## src/include/tps_pkg.sv

```systemverilog
package tps_pkg;
  // chip operating mode as seen by this block
  typedef enum logic [2:0] {
    TPS_MODE_INIT      = 3'b000,
    TPS_MODE_NORMAL    = 3'b001,
    TPS_MODE_SLEEP_ENT = 3'b010,
    TPS_MODE_FAILSAFE  = 3'b011,
    TPS_MODE_RESTART   = 3'b100
  } tps_mode_e;

  // can failure status field values
  localparam logic [1:0] TPS_CAN_FAIL_NONE = 2'b00;
  localparam logic [1:0] TPS_CAN_FAIL_OT   = 2'b01;

  // aux regulator enable field width and off value
  localparam int         TPS_AUX_EN_W   = 2;
  localparam logic [1:0] TPS_AUX_EN_OFF = 2'b00;

  // consecutive shutdown counting
  localparam int         TPS_SD_CNT_W      = 5;
  localparam logic [4:0] TPS_SD_CNT_LIMIT  = 5'h10;
  localparam logic [4:0] TPS_SD_CNT_ZERO   = 5'h00;
  localparam logic [4:0] TPS_SD_CNT_ONE    = 5'h01;
  localparam int         TPS_EXT_FACTOR    = 64;

  // default cool-down wait, in clock cycles, and restart dwell
  localparam int         TPS_COOLDOWN_CYC  = 1000;
  localparam int         TPS_WAIT_W        = 24;
  localparam int         TPS_RESTART_CYC   = 4;
  localparam logic [2:0] TPS_RESTART_LAST  = 3'(TPS_RESTART_CYC - 1);
endpackage

```

## src/tps_thermal_supervisor.sv

```systemverilog
`timescale 1ns/1ns
module tps_thermal_supervisor
  import tps_pkg::*;
#(
  parameter int COOLDOWN_CYC = tps_pkg::TPS_COOLDOWN_CYC
) (
  // clock, reset, enable
  input  wire logic                            clk,
  input  wire logic                            sys_rst,
  input  wire logic                            clk_en,
  // temperature comparators (already referenced to selected thresholds)
  input  wire logic                            aux_ot_det,
  input  wire logic                            can_ot_det,
  input  wire logic                            main_prewarn_det,
  input  wire logic                            main_shutdown_det,
  // comparator threshold select
  input  wire logic                            thermal_threshold_raise,
  output logic                                 thr_raise_sel,
  // mode requests from the mode controller
  input  wire logic                            sleep_entry_req,
  input  wire logic                            wake_req,
  // host configuration writes
  input  wire logic                            aux_en_wr,
  input  wire logic [tps_pkg::TPS_AUX_EN_W-1:0] aux_en_wdata,
  input  wire logic                            can_normal_en,
  input  wire logic                            shutdown_delay_extend_en,
  // host clear strobes
  input  wire logic                            clr_block_overtemp,
  input  wire logic                            clr_aux_overtemp,
  input  wire logic                            clr_can_fail,
  input  wire logic                            clr_temp_prewarn,
  input  wire logic                            clr_chip_shutdown,
  input  wire logic                            clr_safe_latch,
  // block controls
  output logic [tps_pkg::TPS_AUX_EN_W-1:0]     aux_regulator_enable,
  output logic                                 aux_regulator_on,
  output logic                                 can_tx_enable,
  output logic                                 can_rx_only,
  // status flags
  output logic                                 block_overtemp_flag,
  output logic                                 aux_regulator_overtemp,
  output logic [1:0]                           can_fail_status,
  output logic                                 temp_prewarn_flag,
  output logic                                 chip_shutdown_flag,
  output logic                                 shutdown_safe_latch,
  output logic [tps_pkg::TPS_SD_CNT_W-1:0]     shutdown_count,
  // chip mode
  output tps_pkg::tps_mode_e                   chip_mode
);
  import tps_pkg::*;

  localparam int LONG_CYC = COOLDOWN_CYC * TPS_EXT_FACTOR;
  localparam logic [TPS_WAIT_W-1:0] SHORT_LAST = TPS_WAIT_W'(COOLDOWN_CYC - 1);
  localparam logic [TPS_WAIT_W-1:0] LONG_LAST  = TPS_WAIT_W'(LONG_CYC - 1);

  tps_mode_e                mode_reg;
  logic [TPS_AUX_EN_W-1:0]  aux_en_reg;
  logic                     can_ot_reg;
  logic                     blk_flag_reg;
  logic                     aux_ot_flag_reg;
  logic [1:0]               can_fail_reg;
  logic                     prewarn_reg;
  logic                     sd_flag_reg;
  logic                     safe_reg;
  logic [TPS_SD_CNT_W-1:0]  sd_cnt_reg;
  logic [TPS_WAIT_W-1:0]    wait_reg;
  logic [2:0]               rst_cnt_reg;
  logic                     ext_dly_reg;
  logic                     aux_trip;
  logic                     can_trip;
  logic                     sd_event;
  logic                     wait_done;
  logic [TPS_WAIT_W-1:0]    wait_last;
  logic                     blk_clr_ok;
  logic                     aux_clr_ok;
  logic                     can_clr_ok;
  logic                     pw_clr_ok;
  logic                     sd_clr_ok;

  // block checks only armed while the block is powered, regardless of mode; the shutdown check is masked in fail-safe
  assign aux_trip  = aux_ot_det && (aux_en_reg != TPS_AUX_EN_OFF);
  assign can_trip  = can_ot_det && can_normal_en;
  assign sd_event  = main_shutdown_det && (mode_reg != TPS_MODE_FAILSAFE);
  // long wait only while the safe latch holds and extension is still on
  assign wait_last = ext_dly_reg ? LONG_LAST : SHORT_LAST;
  assign wait_done = (wait_reg >= wait_last);

  // a clear only lands once the condition behind the flag has gone
  assign blk_clr_ok = clr_block_overtemp && !aux_ot_det && !can_ot_det;
  assign aux_clr_ok = clr_aux_overtemp && !aux_ot_det;
  assign can_clr_ok = clr_can_fail && !can_ot_det;
  assign pw_clr_ok  = clr_temp_prewarn && !main_prewarn_det;
  assign sd_clr_ok  = clr_chip_shutdown && !main_shutdown_det &&
                      (mode_reg == TPS_MODE_NORMAL);

  assign thr_raise_sel = thermal_threshold_raise;

  // aux regulator enable: host writes, overtemp clears; no self restart
  always_ff @(posedge clk) begin
    if (sys_rst) begin
      aux_en_reg <= TPS_AUX_EN_OFF;
    end else if (clk_en) begin
      if (aux_trip) begin
        aux_en_reg <= TPS_AUX_EN_OFF;
      end else if (aux_en_wr) begin
        aux_en_reg <= aux_en_wdata;
      end
    end
  end

  // can transmitter follows the live condition, so it returns on its own
  always_ff @(posedge clk) begin
    if (sys_rst) begin
      can_ot_reg <= 1'b0;
    end else if (clk_en) begin
      can_ot_reg <= can_trip;
    end
  end

  // sticky flags: a set always wins, a clear needs the condition gone
  always_ff @(posedge clk) begin
    if (sys_rst) begin
      blk_flag_reg <= 1'b0;
    end else if (clk_en) begin
      if (aux_trip || can_trip) begin
        blk_flag_reg <= 1'b1;
      end else if (blk_clr_ok) begin
        blk_flag_reg <= 1'b0;
      end
    end
  end

  // aux regulator overtemp status
  always_ff @(posedge clk) begin
    if (sys_rst) begin
      aux_ot_flag_reg <= 1'b0;
    end else if (clk_en) begin
      if (aux_trip) begin
        aux_ot_flag_reg <= 1'b1;
      end else if (aux_clr_ok) begin
        aux_ot_flag_reg <= 1'b0;
      end
    end
  end

  // can failure field
  always_ff @(posedge clk) begin
    if (sys_rst) begin
      can_fail_reg <= TPS_CAN_FAIL_NONE;
    end else if (clk_en) begin
      if (can_trip) begin
        can_fail_reg <= TPS_CAN_FAIL_OT;
      end else if (can_clr_ok) begin
        can_fail_reg <= TPS_CAN_FAIL_NONE;
      end
    end
  end

  // prewarning is report only, nothing else reacts to it
  always_ff @(posedge clk) begin
    if (sys_rst) begin
      prewarn_reg <= 1'b0;
    end else if (clk_en) begin
      if (main_prewarn_det) begin
        prewarn_reg <= 1'b1;
      end else if (pw_clr_ok) begin
        prewarn_reg <= 1'b0;
      end
    end
  end

  // chip shutdown flag
  always_ff @(posedge clk) begin
    if (sys_rst) begin
      sd_flag_reg <= 1'b0;
    end else if (clk_en) begin
      if (sd_event) begin
        sd_flag_reg <= 1'b1;
      end else if (sd_clr_ok) begin
        sd_flag_reg <= 1'b0;
      end
    end
  end

  // consecutive shutdown counter
  always_ff @(posedge clk) begin
    if (sys_rst) begin
      sd_cnt_reg <= TPS_SD_CNT_ZERO;
    end else if (clk_en) begin
      if (!shutdown_delay_extend_en) begin
        sd_cnt_reg <= TPS_SD_CNT_ZERO;
      end else if (sd_event) begin
        // saturates so a long run of events cannot wrap back below the limit
        if (sd_cnt_reg != TPS_SD_CNT_LIMIT) begin
          sd_cnt_reg <= sd_cnt_reg + TPS_SD_CNT_ONE;
        end
      end else if (sd_clr_ok) begin
        sd_cnt_reg <= TPS_SD_CNT_ZERO;
      end
    end
  end

  // safe latch: set wins over a clear in the same cycle
  always_ff @(posedge clk) begin
    if (sys_rst) begin
      safe_reg <= 1'b0;
    end else if (clk_en) begin
      if (shutdown_delay_extend_en && sd_cnt_reg == TPS_SD_CNT_LIMIT) begin
        safe_reg <= 1'b1;
      end else if (clr_safe_latch) begin
        safe_reg <= 1'b0;
      end
    end
  end

  // extended wait selected while the safe latch holds and extension is on
  always_ff @(posedge clk) begin
    if (sys_rst) begin
      ext_dly_reg <= 1'b0;
    end else if (clk_en) begin
      ext_dly_reg <= shutdown_delay_extend_en && safe_reg;
    end
  end

  // mode sequence: fail-safe, cool-down, restart, normal
  always_ff @(posedge clk) begin
    if (sys_rst) begin
      mode_reg    <= TPS_MODE_INIT;
      wait_reg    <= '0;
      rst_cnt_reg <= '0;
    end else if (clk_en) begin
      case (mode_reg)
        TPS_MODE_INIT: begin
          mode_reg <= sd_event ? TPS_MODE_FAILSAFE : TPS_MODE_NORMAL;
        end
        TPS_MODE_NORMAL: begin
          if (sd_event) begin
            mode_reg <= TPS_MODE_FAILSAFE;
          end else if (sleep_entry_req) begin
            mode_reg <= TPS_MODE_SLEEP_ENT;
          end
        end
        TPS_MODE_SLEEP_ENT: begin
          if (sd_event) begin
            mode_reg <= TPS_MODE_FAILSAFE;
          end else if (wake_req) begin
            // the dwell counter still holds the end count of the last restart
            rst_cnt_reg <= '0;
            mode_reg    <= TPS_MODE_RESTART;
          end
        end
        TPS_MODE_FAILSAFE: begin
          // cool-down only counts while the die is below the threshold
          if (main_shutdown_det) begin
            wait_reg <= '0;
          end else if (wait_done) begin
            wait_reg    <= '0;
            rst_cnt_reg <= '0;
            mode_reg    <= TPS_MODE_RESTART;
          end else begin
            wait_reg <= wait_reg + 1'b1;
          end
        end
        TPS_MODE_RESTART: begin
          if (sd_event) begin
            mode_reg <= TPS_MODE_FAILSAFE;
          end else if (rst_cnt_reg == TPS_RESTART_LAST) begin
            mode_reg <= TPS_MODE_NORMAL;
          end else begin
            rst_cnt_reg <= rst_cnt_reg + 1'b1;
          end
        end
        default: begin
          mode_reg <= TPS_MODE_INIT;
        end
      endcase
    end
  end

  // outputs
  assign aux_regulator_enable   = aux_en_reg;
  assign aux_regulator_on       = (aux_en_reg != TPS_AUX_EN_OFF);
  assign can_tx_enable          = can_normal_en && !can_ot_reg;
  assign can_rx_only            = can_normal_en && can_ot_reg;
  assign block_overtemp_flag    = blk_flag_reg;
  assign aux_regulator_overtemp = aux_ot_flag_reg;
  assign can_fail_status        = can_fail_reg;
  assign temp_prewarn_flag      = prewarn_reg;
  assign chip_shutdown_flag     = sd_flag_reg;
  assign shutdown_safe_latch    = safe_reg;
  assign shutdown_count         = sd_cnt_reg;
  assign chip_mode              = mode_reg;
endmodule // tps_thermal_supervisor

```

## config.mk

```make
export PLATFORM = sky130hd
export DESIGN_NAME = tps_thermal_supervisor
export DESIGN_NICKNAME = d
export VERILOG_FILES = /design/src/include/tps_pkg.sv /design/src/tps_thermal_supervisor.sv
export SDC_FILE = /design/constraint.sdc
export NUM_CORES = 1
export LEC_CHECK = 0
export ABC_AREA = 1
export BUFFER_PORTS_ARGS = -buffer_cell sky130_fd_sc_hd__buf_2
export CORE_MARGIN = 1
export CORE_UTILIZATION = 35
export CTS_CLUSTER_DIAMETER = 30
export CTS_CLUSTER_SIZE = 40
export DETAILED_ROUTE_END_ITERATION = 12
export GPL_TIMING_DRIVEN = 0
export PLACE_DENSITY = 0.56
export SYNTH_ARGS = -nofsm -noshare
export SYNTH_HDL_FRONTEND = slang
export SYNTH_SLANG_ARGS = --single-unit
```

## constraint.sdc

```tcl
create_clock -name clk -period 3 [get_ports clk]
set_clock_uncertainty 0.1 [all_clocks]
set_input_delay 0.15 -clock clk [delete_from_list [all_inputs] [get_ports clk]]
set_output_delay 0.15 -clock clk [all_outputs]
set_load 0.005 [all_outputs]
```

== Word level (Yosys, flattened, before mapping) ==
Cells that the tools add are included.
Operators by class
  equality and inequality tests: 19
  order comparisons: 1
  reductions and logical operators: 41
  muxes and demuxes: 38
  add/subtract/negate cells: 3
Operators with widths (number)
  2-to-1 mux 24 bit: 2
  2-to-1 mux 3 bit: 14
  adder 24 x 1 -> 24 bit (second input constant): 1
  >= comparator 24 x 16 -> 1 bit: 1
  2-to-1 mux 5 bit: 4
  2-to-1 mux 16 bit: 1
  AND reduction 2 bit: 8
  nonzero test 2 bit: 8
  one-hot mux 3 bit (5 select lines): 1
  logical AND 1 bit: 14
  inequality test 2 bit (second input constant): 6
  2-to-1 mux 1 bit: 10
  2-to-1 mux 2 bit: 5
  equality test 3 x 2 -> 1 bit (second input constant): 3
  inequality test 3 bit (second input constant): 3
  one-hot mux 3 bit (3 select lines): 1
  AND reduction 8 bit: 1
  inequality test 3 x 2 -> 1 bit (second input constant): 2
  AND reduction 6 bit: 1
  adder 5 x 1 -> 5 bit (second input constant): 1
  equality test 5 bit (second input constant): 1
  zero test 1 bit: 5
  inequality test 5 bit (second input constant): 1
  adder 3 x 1 -> 3 bit (second input constant): 1
  other kinds (7): 7
Word-level totals
  output and inout bits: 21
  logic and storage cells: 115
  register bits after elaboration: 46
  bits of input ports: 21

== Depth between registers and ports, before layout ==
Gate-level depths: netlist of the first run.
  depth after elaboration: 6
  mapped depth: 12
  depth with buffers taken out: 12

== Worst setup path after synthesis of the first run ==
No wires, ideal clock.
  path type: flip-flop to flip-flop
  start: reg ext_dly_reg
  end: reg mode_reg[2], in the netlist chip_mode[2]
  data arrival time: 1.600 ns
  library setup time: 0.115 ns
  path buffers: 1
  stages on the path, launching flop included: 12
  clock period less this slack: 1.815 ns
  path slack: 1.185 ns
  required time: 2.785 ns
  path through: dfxtp_1 > inv_1 > ha_1 > a21oi_1 > nand2_1 > nand2_1 > nand2_1 > nor2_1 > nand3_1 > buf_2 > a21oi_1 > nor2_1
Between the ends
  longest elaborated chain between the ends: 4
RTL lines
  start, declared: line tps_thermal_supervisor.sv:68  | logic ext_dly_reg;
  start signal, assigned: line tps_thermal_supervisor.sv:221  | ext_dly_reg <= shutdown_delay_extend_en && safe_reg;
  2-to-1 mux 16 bit: line tps_thermal_supervisor.sv:85  | assign wait_last = ext_dly_reg ? LONG_LAST : SHORT_LAST;
  >= comparator 24 x 16 -> 1 bit: line tps_thermal_supervisor.sv:86  | assign wait_done = (wait_reg >= wait_last);
  inequality test 2 bit (no line)
  AND reduction 6 bit (no line)
  end signal, assigned: line tps_thermal_supervisor.sv:234  | mode_reg <= sd_event ? TPS_MODE_FAILSAFE : TPS_MODE_NORMAL;
  end, declared: line tps_thermal_supervisor.sv:56  | tps_mode_e mode_reg;
Every way passes these cells.
A chain may end at the register's enable or synchronous reset.

== Worst setup path in the final report of the first run ==
  start: reg ext_dly_reg
  end: reg wait_reg[17]
Between the ends
  longest elaborated chain between the ends: 4
RTL lines
  2-to-1 mux 16 bit: line tps_thermal_supervisor.sv:85
  >= comparator 24 x 16 -> 1 bit: line tps_thermal_supervisor.sv:86
  2-to-1 mux 24 bit: line tps_thermal_supervisor.sv:256  | end else if (wait_done) begin
  2-to-1 mux 24 bit: line tps_thermal_supervisor.sv:254  | if (main_shutdown_det) begin
  end signal, assigned: line tps_thermal_supervisor.sv:261  | wait_reg <= wait_reg + 1'b1;
  end, declared: line tps_thermal_supervisor.sv:66  | logic [TPS_WAIT_W-1:0] wait_reg;
Every way passes these cells.

==> results of run 1 <==
-- what timing repair did --
| action | in CTS | in global routing |
|---|---|---|
| hold endpoints to repair | 2 | 0 |
| gates resized for setup | 0 | 0 |
| hold buffers | 2 | 0 |
-- layout by cell type, fill, tap and decap left out --
cell type,Yosys,layout
nand3_2,2,2
xor2_1,8,8
nor3_1,8,8
o21bai_1,2,2
nand3_1,28,28
o22ai_1,2,2
clkbuf_1,3,3
nand2_2,2,2
nand4_1,7,7
nand2_4,1,1
inv_1,45,45
or2_2,5,5
buf_2,2,41
conb_1,1,1
inv_2,2,2
dlygate4sd3_1,0,2
o21ai_0,10,10
ha_1,13,13
xnor2_1,3,3
buf_6,1,1
nor2_4,1,1
a211oi_1,1,1
nor2_1,54,54
a21boi_1,1,1
buf_4,3,3
a31oi_1,2,2
nand2_1,86,86
clkinv_1,1,1
and2_1,1,1
nor2_2,3,3
dfxtp_1,45,45
clkbuf_8,0,6
a21oi_1,25,25
clkinvlp_4,0,1
a31o_2,2,2
-- cell usage after synthesis, drive strengths merged --
library cell / instances / area (µm²)
a31oi: 2 / 12.51
buf: 6 / 43.79
o22ai: 2 / 12.51
a21boi: 1 / 7.510
o21bai: 2 / 15.01
or2: 5 / 31.28
a31o: 2 / 17.52
o21ai: 10 / 50.05
inv: 47 / 176.4
xnor2: 3 / 26.28
dfxtp: 45 / 900.9
conb: 1 / 3.750
nor3: 8 / 40.04
and2: 1 / 6.260
xor2: 8 / 70.07
ha: 13 / 162.7
nand4: 7 / 43.79
a21oi: 25 / 125.1
a211oi: 1 / 7.510
nor2: 58 / 232.7
clkbuf: 3 / 11.26
nand3: 30 / 160.2
clkinv: 1 / 3.750
nand2: 89 / 346.6
-- final timing paths --
path / startpoint / endpoint / slack (ns) / depth (start not counted)
setup / recovery: ext_dly_reg / wait_reg[17] / 0.84 / 12
hold / removal: aux_en_wdata[1] / aux_regulator_enable[1] / 0.02 / 3
setup reg to reg: ext_dly_reg / wait_reg[17] / 0.84 / 12
hold reg to reg: wait_reg[17] / wait_reg[17] / 0.34 / 2
-- power by group --
part	internal [mW]	switching (mW)
clock network	0.182	0.206
registers	0.616	0.0209
logic	0.0697	0.100
-- per-layer routing --
layer,wire [µm],up-vias,GRT usage,part of all wire
li1,-,1271,-,-
met1,2899,1057,0.2202,0.52
met2,2437,41,0.2525,0.44
met3,188,4,0.02857,0.034
met4,34,0,0.03636,0.0061
met5,0,-,0,0
-- worst min-delay path, cell delays in order --
cell and delay [ns]:
buf_2 0.09, nand4_1 0.07, a21oi_1 0.06
-- kinds of logic after synthesis --
family	count (synthesis)
DFF	45
AOI/OAI and AO/OA	45
adders and majority gates	13
other	1
and+or+nand+nor	198
xor gates and xnor gates	11
buffers and inverters	57
-- metrics by stage --
step	instances	power (mW)	worst slack [ns]
floorplan	370	0.7598	1.185
global placement	505	0.8178	0.8561
detailed placement	505	0.8195	0.8539
CTS	514	1.217	0.8271
global route	514	1.275	0.6624
finish	514	1.195	0.8360
-- final cells by class --
| type | count | area (µm²) | area share |
|---|---|---|---|
| buffer | 9 | 55.05 | 0.01877 |
| clock buffer | 6 | 82.58 | 0.02816 |
| clock inverter | 1 | 7.507 | 0.002560 |
| inverter | 48 | 180.2 | 0.06143 |
| multi-input combinational | 268 | 1371 | 0.4676 |
| sequential | 45 | 900.9 | 0.3072 |
| tap | 96 | 120.1 | 0.04096 |
| timing repair buffer | 41 | 215.2 | 0.07338 |
==> results.py, run 1 <==
metrics = {
    "power": {
        "ir_drop_mv": 0.1795,
        "p_leak_nw": 1.352,
        "p_per_area_mw_per_mm2": 407.6,
    },
    "placed_design": {
        "portBuffers": 39,
        "gp_congestion": 0.7954,
        "dp_hpwl_um": 4156,
        "postPlaceCellArea_mm2": 0.002823,
    },
    "timing": {
        "hold_slack_ns": 0.02292,
        "tns_ns": 0,
        "setup-violations-final": 0,
        "hold_viol_final": 0,
        "final.min_clock_period_ns": 2.164,
        "finalCritPeriodShare": 0.7213,
        "max_freq_ghz": 0.4621,
        "drv_slew": 0,
        "rsz0062_at_grt": "false",
    },
    "yosys": {
        "synthXorXnorAreaFrac": 0.03842,
        "synth_fp_nets": 404,
        "synthMuxAreaShare": 0,
        "yosysWarningCount": 0,
        "synth-simple-area-share": 0.3433,
        "syn_area_mm2": 0.002507,
        "synthAdderAreaFrac": 0.06487,
        "synthCells": 370,
        "syn_area_per_cell_um2": 6.777,
        "synth-compound-area-share": 0.09880,
        "seq_area_frac_synth": 0.3593,
        "synth_top_family_by_area": "simple AND/OR/NAND/NOR gates",
        "ys_types": 32,
        "synth-seq-cells": 45,
    },
    "grt": {
        "grt_pass1_wl_um": 9480,
        "grt-ovfl-total": 0,
        "grt_pass1_vias": 2125,
        "antenna_found_initial": 0,
        "grt_usage": 0.1578,
        "grt_max_degree": 14,
    },
    "critical_path": {
        "max_stage_delay_ns": 0.33,
        "slowest_stage": "dfxtp_1",
        "cp_common_cell": "nand2_1",
        "crit_family": "simple AND/OR/NAND/NOR gates",
        "worstPathMaxFanout": 10,
        "cp.required_ns": 3.13,
        "critPathKind": "reg -> reg",
        "cp.buffers_inverters": 2,
        "arrival_ns": 2.30,
        "cp-start-kind": "flop",
        "worstPathCellList": "inv_1, ha_1, a21oi_1, nand2_1, nand2_1, nand2_1, nor2_1, nand3_1, nand2_1, nand2_2, buf_6, nor2_1",
        "endpoint_kind": "flop",
    },
    "drt": {
        "ant_nets": 0,
        "drt_iter0_drc": 75,
        "drtPass1Iterations": 4,
        "vias_per_cell": 4.617,
        "wire_per_inst_um": 10.81,
        "num_vias": 2373,
        "wirelength_um": 5558,
        "drc": 0,
    },
    "hold_path": {
        "min_path_type": "in -> reg",
    },
    "clocking": {
        "numCtsBuffers": 5,
        "htreeDepth": 2,
        "cts_root_buf": "clkbuf_8",
        "clkTransAtPathRegs_ns": 0.09,
        "post_cts_buffers": 0,
        "cts_tree": "built",
        "worstSkewPairLatency_ns": 0.29,
        "cts_max_path_buffers": 2,
        "cts_num_sinks": 45,
    },
    "die": {
        "coreArea_mm2": 0.006869,
        "start_util": 0.3650,
        "ioPinCount": 42,
        "rows": 30,
        "dieArea_mm2": 0.007506,
        "die_w_um": 86.64,
        "die_h_um": 86.64,
    },
    "cells_and_area": {
        "syn_to_final_growth_pct": 16.97,
        "nets": 452,
        "fillerInstances": 759,
        "largest_register_ffs": 24,
        "fin_util": 0.4270,
        "antenna_cells_inserted": 0,
        "layout-drive-gt1-share": 0.1675,
        "stdcell_area_mm2": 0.002933,
    },
    "run": {
        "cap_violations": 0,
    },
    "outcome": {
        "status": "finished, final reports clean",
    },
}
No activity file was read; power rests on OpenSTA's default activity.
==> run 2: changes to the inputs <==
--- a/config.mk
+++ b/config.mk
@@ -5,7 +5,7 @@
 export SDC_FILE = /design/constraint.sdc
 export NUM_CORES = 1
 export LEC_CHECK = 0
-export ABC_AREA = 1
+export ABC_AREA = 0
 export BUFFER_PORTS_ARGS = -buffer_cell sky130_fd_sc_hd__buf_2
 export CORE_MARGIN = 1
 export CORE_UTILIZATION = 35
==> constraint.sdc (replaced) <==
create_clock -name clk -period 2.1 [get_ports clk]
set_clock_uncertainty 0.1 [all_clocks]
set_input_delay 0.105 -clock clk [delete_from_list [all_inputs] [get_ports clk]]
set_output_delay 0.105 -clock clk [all_outputs]
set_load 0.005 [all_outputs]
==> results.py, run 2 <==
metrics = {
    "grt": {
        "grt-ovfl-total": 0,
        "grt_pass1_vias": 2038,
        "grt_usage": 0.1591,
        "antenna_found_initial": 0,
        "grt_max_degree": 15,
        "grt_pass1_wl_um": 9239,
    },
    "timing": {
        "rsz0062_at_grt": "true",
        "drv_slew": 0,
        "final.min_clock_period_ns": 2.205,
        "max_freq_ghz": 0.4534,
        "fin_ws_ns": -0.1053,
        "setup-violations-final": 24,
        "hold_slack_ns": 0.02134,
        "finalCritPeriodShare": 1.050,
        "hold_viol_final": 0,
    },
    "placed_design": {
        "portBuffers": 37,
        "postPlaceCellArea_mm2": 0.002724,
        "dp_slack_ns": -0.3906,
        "gp_congestion": 0.8360,
        "dp_hpwl_um": 3978,
    },
    "yosys": {
        "seq_area_frac_synth": 0.3715,
        "syn_area_per_cell_um2": 8.361,
        "synthTopCellsByCount": "dfxtp_1, nor2_1, nand2_1",
        "synthCells": 290,
        "ys.flop_type": "dfxtp_1",
        "synth_top_cells_by_area": "dfxtp_1, ha_1, nor2_1, nand2_1, xnor2_1",
        "synth_top_area_frac": 0.3715,
        "synth-seq-cells": 45,
        "yosysWarningCount": 0,
        "yosys.area.top_type": "dfxtp_1",
        "synthArstFlopShare": 0,
        "syn_area_mm2": 0.002425,
        "synth_edf_count": 0,
        "ys_types": 55,
        "yosysMostFrequentCell": "dfxtp_1",
        "synth_fp_nets": 324,
    },
    "power": {
        "p_leak_nw": 1.248,
        "power_mw": 1.904,
        "p_per_area_mw_per_mm2": 605.9,
        "ir_drop_mv": 0.2739,
    },
    "critical_path": {
        "slowest_stage": "dfxtp_4",
        "arrival_ns": 2.30,
        "max_stage_delay_ns": 0.39,
        "worstPathMaxFanout": 7,
        "worstPathCellList": "inv_8, ha_4, a211oi_4, o2111ai_4, buf_6, nor4_4, nor2_2, mux2_4",
        "endpoint_kind": "flop",
        "cp.required_ns": 2.20,
        "cp-start-kind": "flop",
        "critPathKind": "reg -> reg",
        "r2r_cells": 8,
    },
    "clocking": {
        "htreeDepth": 2,
        "cts_max_path_buffers": 2,
        "cts_num_sinks": 45,
        "worstSkewPairLatency_ns": 0.30,
        "cts_tree": "built",
        "clkTransAtPathRegs_ns": 0.09,
        "numCtsBuffers": 5,
        "cts_root_buf": "clkbuf_8",
    },
    "drt": {
        "num_vias": 2230,
        "wirelength_um": 5850,
        "drc": 0,
        "vias_per_cell": 5.222,
        "drtPass1Iterations": 4,
        "drt_iter0_drc": 93,
        "wire_per_inst_um": 13.70,
        "ant_nets": 0,
    },
    "die": {
        "coreArea_mm2": 0.006531,
        "start_util": 0.3713,
        "dieArea_mm2": 0.007265,
        "die_w_um": 85.24,
        "die_h_um": 85.24,
        "ioPinCount": 42,
        "rows": 29,
    },
    "run": {
        "cap_violations": 0,
    },
    "cells_and_area": {
        "largest_register_ffs": 24,
        "syn_to_final_growth_pct": 29.57,
        "antenna_cells_inserted": 0,
        "stdcell_area_mm2": 0.003142,
        "layout-drive-gt1-share": 0.2629,
        "final_cell_mix": "dfxtp_1, buf_2, nor2_1",
        "layout_commonest_cell": "dfxtp_1",
        "nets": 383,
    },
    "outcome": {
        "status": "finished, violations left",
        "violations": "negative setup slack",
    },
    "hold_path": {
        "hold-path-cell-count": 3,
        "min_path_type": "in -> reg",
    },
}
-- run 2: final timing paths --
check                     start              to  slack [ns]
setup / recovery    ext_dly_reg  rst_cnt_reg[0]       -0.11
hold / removal    can_normal_en      can_ot_reg        0.02
setup reg to reg    ext_dly_reg  rst_cnt_reg[0]       -0.11
hold reg to reg    wait_reg[20]    wait_reg[20]        0.35
-- run 2: layer usage --
| layer | GRT usage | vias to the layer above | routed length [µm] |
|---|---|---|---|
| met4 | 0.04622 | 0 | 46 |
| met1 | 0.2082 | 1035 | 2761 |
| met5 | 0 | - | 0 |
| met2 | 0.2625 | 53 | 2773 |
| li1 | - | 1137 | - |
| met3 | 0.03599 | 5 | 268 |
-- run 2: area by class of cell --
| type | instances | area [µm²] |
|---|---|---|
| clock inverters | 3 | 65.06 |
| repair buffers | 52 | 317.8 |
| flip-flops and latches | 45 | 907.1 |
| fillers | 633 | 3390 |
| well taps | 77 | 96.34 |
| clock buffers | 5 | 68.82 |
| multi-input cells | 215 | 1531 |
| inverters | 15 | 63.81 |
| plain buffers | 15 | 91.34 |
-- run 2: repair_timing --
action | in CTS | in global routing
cloned | 0 | 1
endpoints found under the setup margin | 27 | 33
pin swaps | 8 | 13
gates resized for setup | 12 | 26
endpoints found under the hold margin | 7 | 0
hold buffers | 5 | 0
buffers inserted | 6 | 4
-- run 2: worst max-delay path: cells and delay by family, from the launching register on --
kind                     cells  cell delay [ns]
AND/OR/NAND/NOR              2             0.41
buffers and inverters        2             0.23
adder cells (fa/ha/maj)      1             0.23
AO/OA/AOI/OAI                2             0.44
flip-flops                   1             0.39
multiplexers                 1             0.30
-- run 2: logic make-up (layout without fill, tap and decap cells) --
| kind of cell | Yosys count | in the layout | synth area share |
|---|---|---|---|
| compound gates | 52 | 52 | 0.1594 |
| xor+xnor | 15 | 15 | 0.05418 |
| fa+ha+maj | 13 | 13 | 0.06708 |
| buf+inv | 30 | 90 | 0.05469 |
| flops | 45 | 45 | 0.3715 |
| mux | 3 | 3 | 0.01342 |
| other cells | 1 | 1 | 0.001547 |
| simple gates | 131 | 131 | 0.2781 |
-- run 2: power by group --
part           total [mW]  internal [mW]  leakage, nW  switching, mW
clock               0.782          0.473       0.0681          0.309
sequential          0.885          0.868        0.366         0.0169
combinational       0.236          0.112        0.814          0.124
total                1.90           1.45         1.25          0.450
-- run 2: stage by stage --
step,utilization,setup TNS [ns],std cells
global placement,0.4171,-7.371,404
floorplan,-,0,290
global route,0.4810,-3.027,427
CTS,0.4613,-0.6200,423
finish,0.4810,-1.086,427
detailed placement,0.4171,-8.147,404
==> run 3: changes to the inputs <==
==> constraint.sdc (replaced) <==
create_clock -name clk -period 2.1 [get_ports clk]
set_clock_uncertainty 0.1 [all_clocks]
set_input_delay 0.105 -clock clk [delete_from_list [all_inputs] [get_ports clk]]
set_output_delay 0.105 -clock clk [all_outputs]
set_load 0.1 [all_outputs]
==> results.py, run 3 (synthesis gave the netlist of run 2 again) <==
metrics = {
    "die": {
        "ioPinCount": 42,
        "coreArea_mm2": 0.006531,
        "die_w_um": 85.24,
        "start_util": 0.3713,
        "die_h_um": 85.24,
        "rows": 29,
        "dieArea_mm2": 0.007265,
    },
    "clocking": {
        "cts_tree": "built",
        "clkTransAtPathRegs_ns": 0.09,
        "cts_root_buf": "clkbuf_8",
        "htreeDepth": 2,
        "numCtsBuffers": 5,
        "worstSkewPairLatency_ns": 0.30,
        "cts_num_sinks": 45,
        "cts_max_path_buffers": 2,
    },
    "timing": {
        "hold_slack_ns": 0.009276,
        "finalCritPeriodShare": 1.030,
        "final.min_clock_period_ns": 2.163,
        "drv_slew": 0,
        "hold_viol_final": 0,
        "max_freq_ghz": 0.4623,
        "tns_ns": -0.8033,
        "setup-violations-final": 23,
        "rsz0062_at_grt": "true",
        "fin_ws_ns": -0.06319,
    },
    "drt": {
        "vias_per_cell": 5.147,
        "wire_per_inst_um": 13.45,
        "num_vias": 2203,
        "drt_iter0_drc": 82,
        "drtPass1Iterations": 4,
        "wirelength_um": 5757,
        "drc": 0,
        "ant_nets": 0,
    },
    "outcome": {
        "status": "finished, violations left",
        "violations": "negative setup slack",
    },
    "power": {
        "pwr-share-clk": 0.330,
        "p_switching_mw": 0.6127,
        "p_sw_frac": 0.3212,
        "ir_drop_mv": 0.2643,
        "p_seq_frac": 0.465,
        "power_mw": 1.908,
        "p_leak_nw": 1.247,
        "p_per_area_mw_per_mm2": 609.6,
        "internal_power_mw": 1.295,
        "combPwrFrac": 0.205,
    },
    "cells_and_area": {
        "nets": 384,
        "fin_util": 0.4791,
        "largest_register_ffs": 24,
        "fillerInstances": 665,
        "layout-drive-gt1-share": 0.2821,
        "stdcell_area_mm2": 0.003129,
        "antenna_cells_inserted": 0,
        "seq_area_um2": 923.4,
        "syn_to_final_growth_pct": 29.05,
        "multi_input_area_mm2": 0.001518,
        "finalNonFillerCells": 428,
        "final_cell_mix": "nor2_1, buf_2, dfxtp_1",
    },
    "critical_path": {
        "cp.required_ns": 2.20,
        "critPathKind": "reg -> reg",
        "crit_family": "flip-flops",
        "worstPathCellList": "buf_4, ha_1, nand3b_1, a2111oi_4, buf_4, nor4_4, nor2_4, mux2_4",
        "r2r_setup_slack_ns": -0.06,
        "cp_common_cell": "buf_4",
        "cp.buffers_inverters": 2,
        "arrival_ns": 2.26,
        "worstPathMaxFanout": 3,
        "r2r-start": "ext_dly_reg",
        "cp-start-kind": "flop",
        "slowest_stage": "dfxtp_4",
        "r2r_cells": 8,
        "rr_endpoint": "rst_cnt_reg[0]",
        "max_stage_delay_ns": 0.38,
        "endpoint_kind": "flop",
    },
    "hold_path": {
        "min_to": "temp_prewarn_flag",
        "min_from": "clr_temp_prewarn",
        "min_path_type": "in -> reg",
        "hold-path-cell-count": 4,
    },
    "grt": {
        "grt_pass1_wl_um": 9901,
        "antenna_found_initial": 0,
        "grt-ovfl-total": 0,
        "grt_usage": 0.1706,
        "grt_max_degree": 16,
        "grt_pass1_vias": 2098,
    },
    "placed_design": {
        "dp.cells": 404,
        "portBuffers": 37,
        "gp_congestion": 0.7667,
        "dp_slack_ns": -0.4076,
        "postPlaceCellArea_mm2": 0.002741,
        "dp_hpwl_um": 4061,
    },
    "run": {
        "cap_violations": 0,
    },
}
==> run 3: changes by cell type in the layout (fill, tap and decap cells not counted), sizes merged <==
cell | before | now
inv | 15 | 16
bufinv | 2 | 0
clkbuf | 9 | 10
dlygate4sd3 | 5 | 6
==> run 3: power groups by stage <==
stage               clock network (mW)  registers (mW)  logic (mW)
finish                           0.630           0.886       0.392
detailed placement                   0           0.907       0.356
global placement                     0           0.907       0.355
floorplan                            0            1.02       0.169
CTS                              0.660           0.887       0.385
global route                     0.698           0.890       0.419
==> run 3: repair_timing <==
item,4_1_cts,5_1_grt
gates resized for setup,23,15
hold buffers,6,0
setup buffers,6,2
pin swaps,6,10
hold endpoints to repair,7,0
gates cloned,2,0
setup endpoints to repair,27,33
==> run 3: final cells by class <==
cell class / count / share of cell area
clock buffer: 6 / 0.02999
clock inverter: 2 / 0.004798
sequential: 45 / 0.2951
inverter: 15 / 0.02039
multi-input combinational: 215 / 0.4850
timing repair buffer: 53 / 0.1048
buffer: 15 / 0.02919
tap: 77 / 0.03079
==> run 3: how the worst max path moves through the flow <==
| stage | from | slack (ns) | cells past startpoint | endpoint |
|---|---|---|---|---|
| 2_1_floorplan | chip_mode[2] | 0.004 | 6 | shutdown_count[4] |
| 3_3_place_gp | ext_dly_reg | -0.37 | 7 | rst_cnt_reg[0] |
| 3_5_place_dp | ext_dly_reg | -0.41 | 7 | rst_cnt_reg[0] |
| 4_1_cts | ext_dly_reg | -0.10 | 8 | rst_cnt_reg[0] |
| 5_1_grt | ext_dly_reg | -0.15 | 8 | wait_reg[15] |
| 6_report | ext_dly_reg | -0.06 | 8 | rst_cnt_reg[0] |
==> run 3: routing by layer <==
layer	share of wire	vias up	GRT usage	routed length, µm
met5	0	-	0	0
li1	-	1143	-	-
met2	0.47	38	0.2903	2732
met3	0.037	5	0.04572	213
met1	0.48	1017	0.2181	2776
met4	0.0061	0	0.03236	35
==> run 3: worst min-delay path: stages <==
cell and delay (ns):
buf_2 0.09, nand2_1 0.05, a22oi_1 0.05, nor2_1 0.07
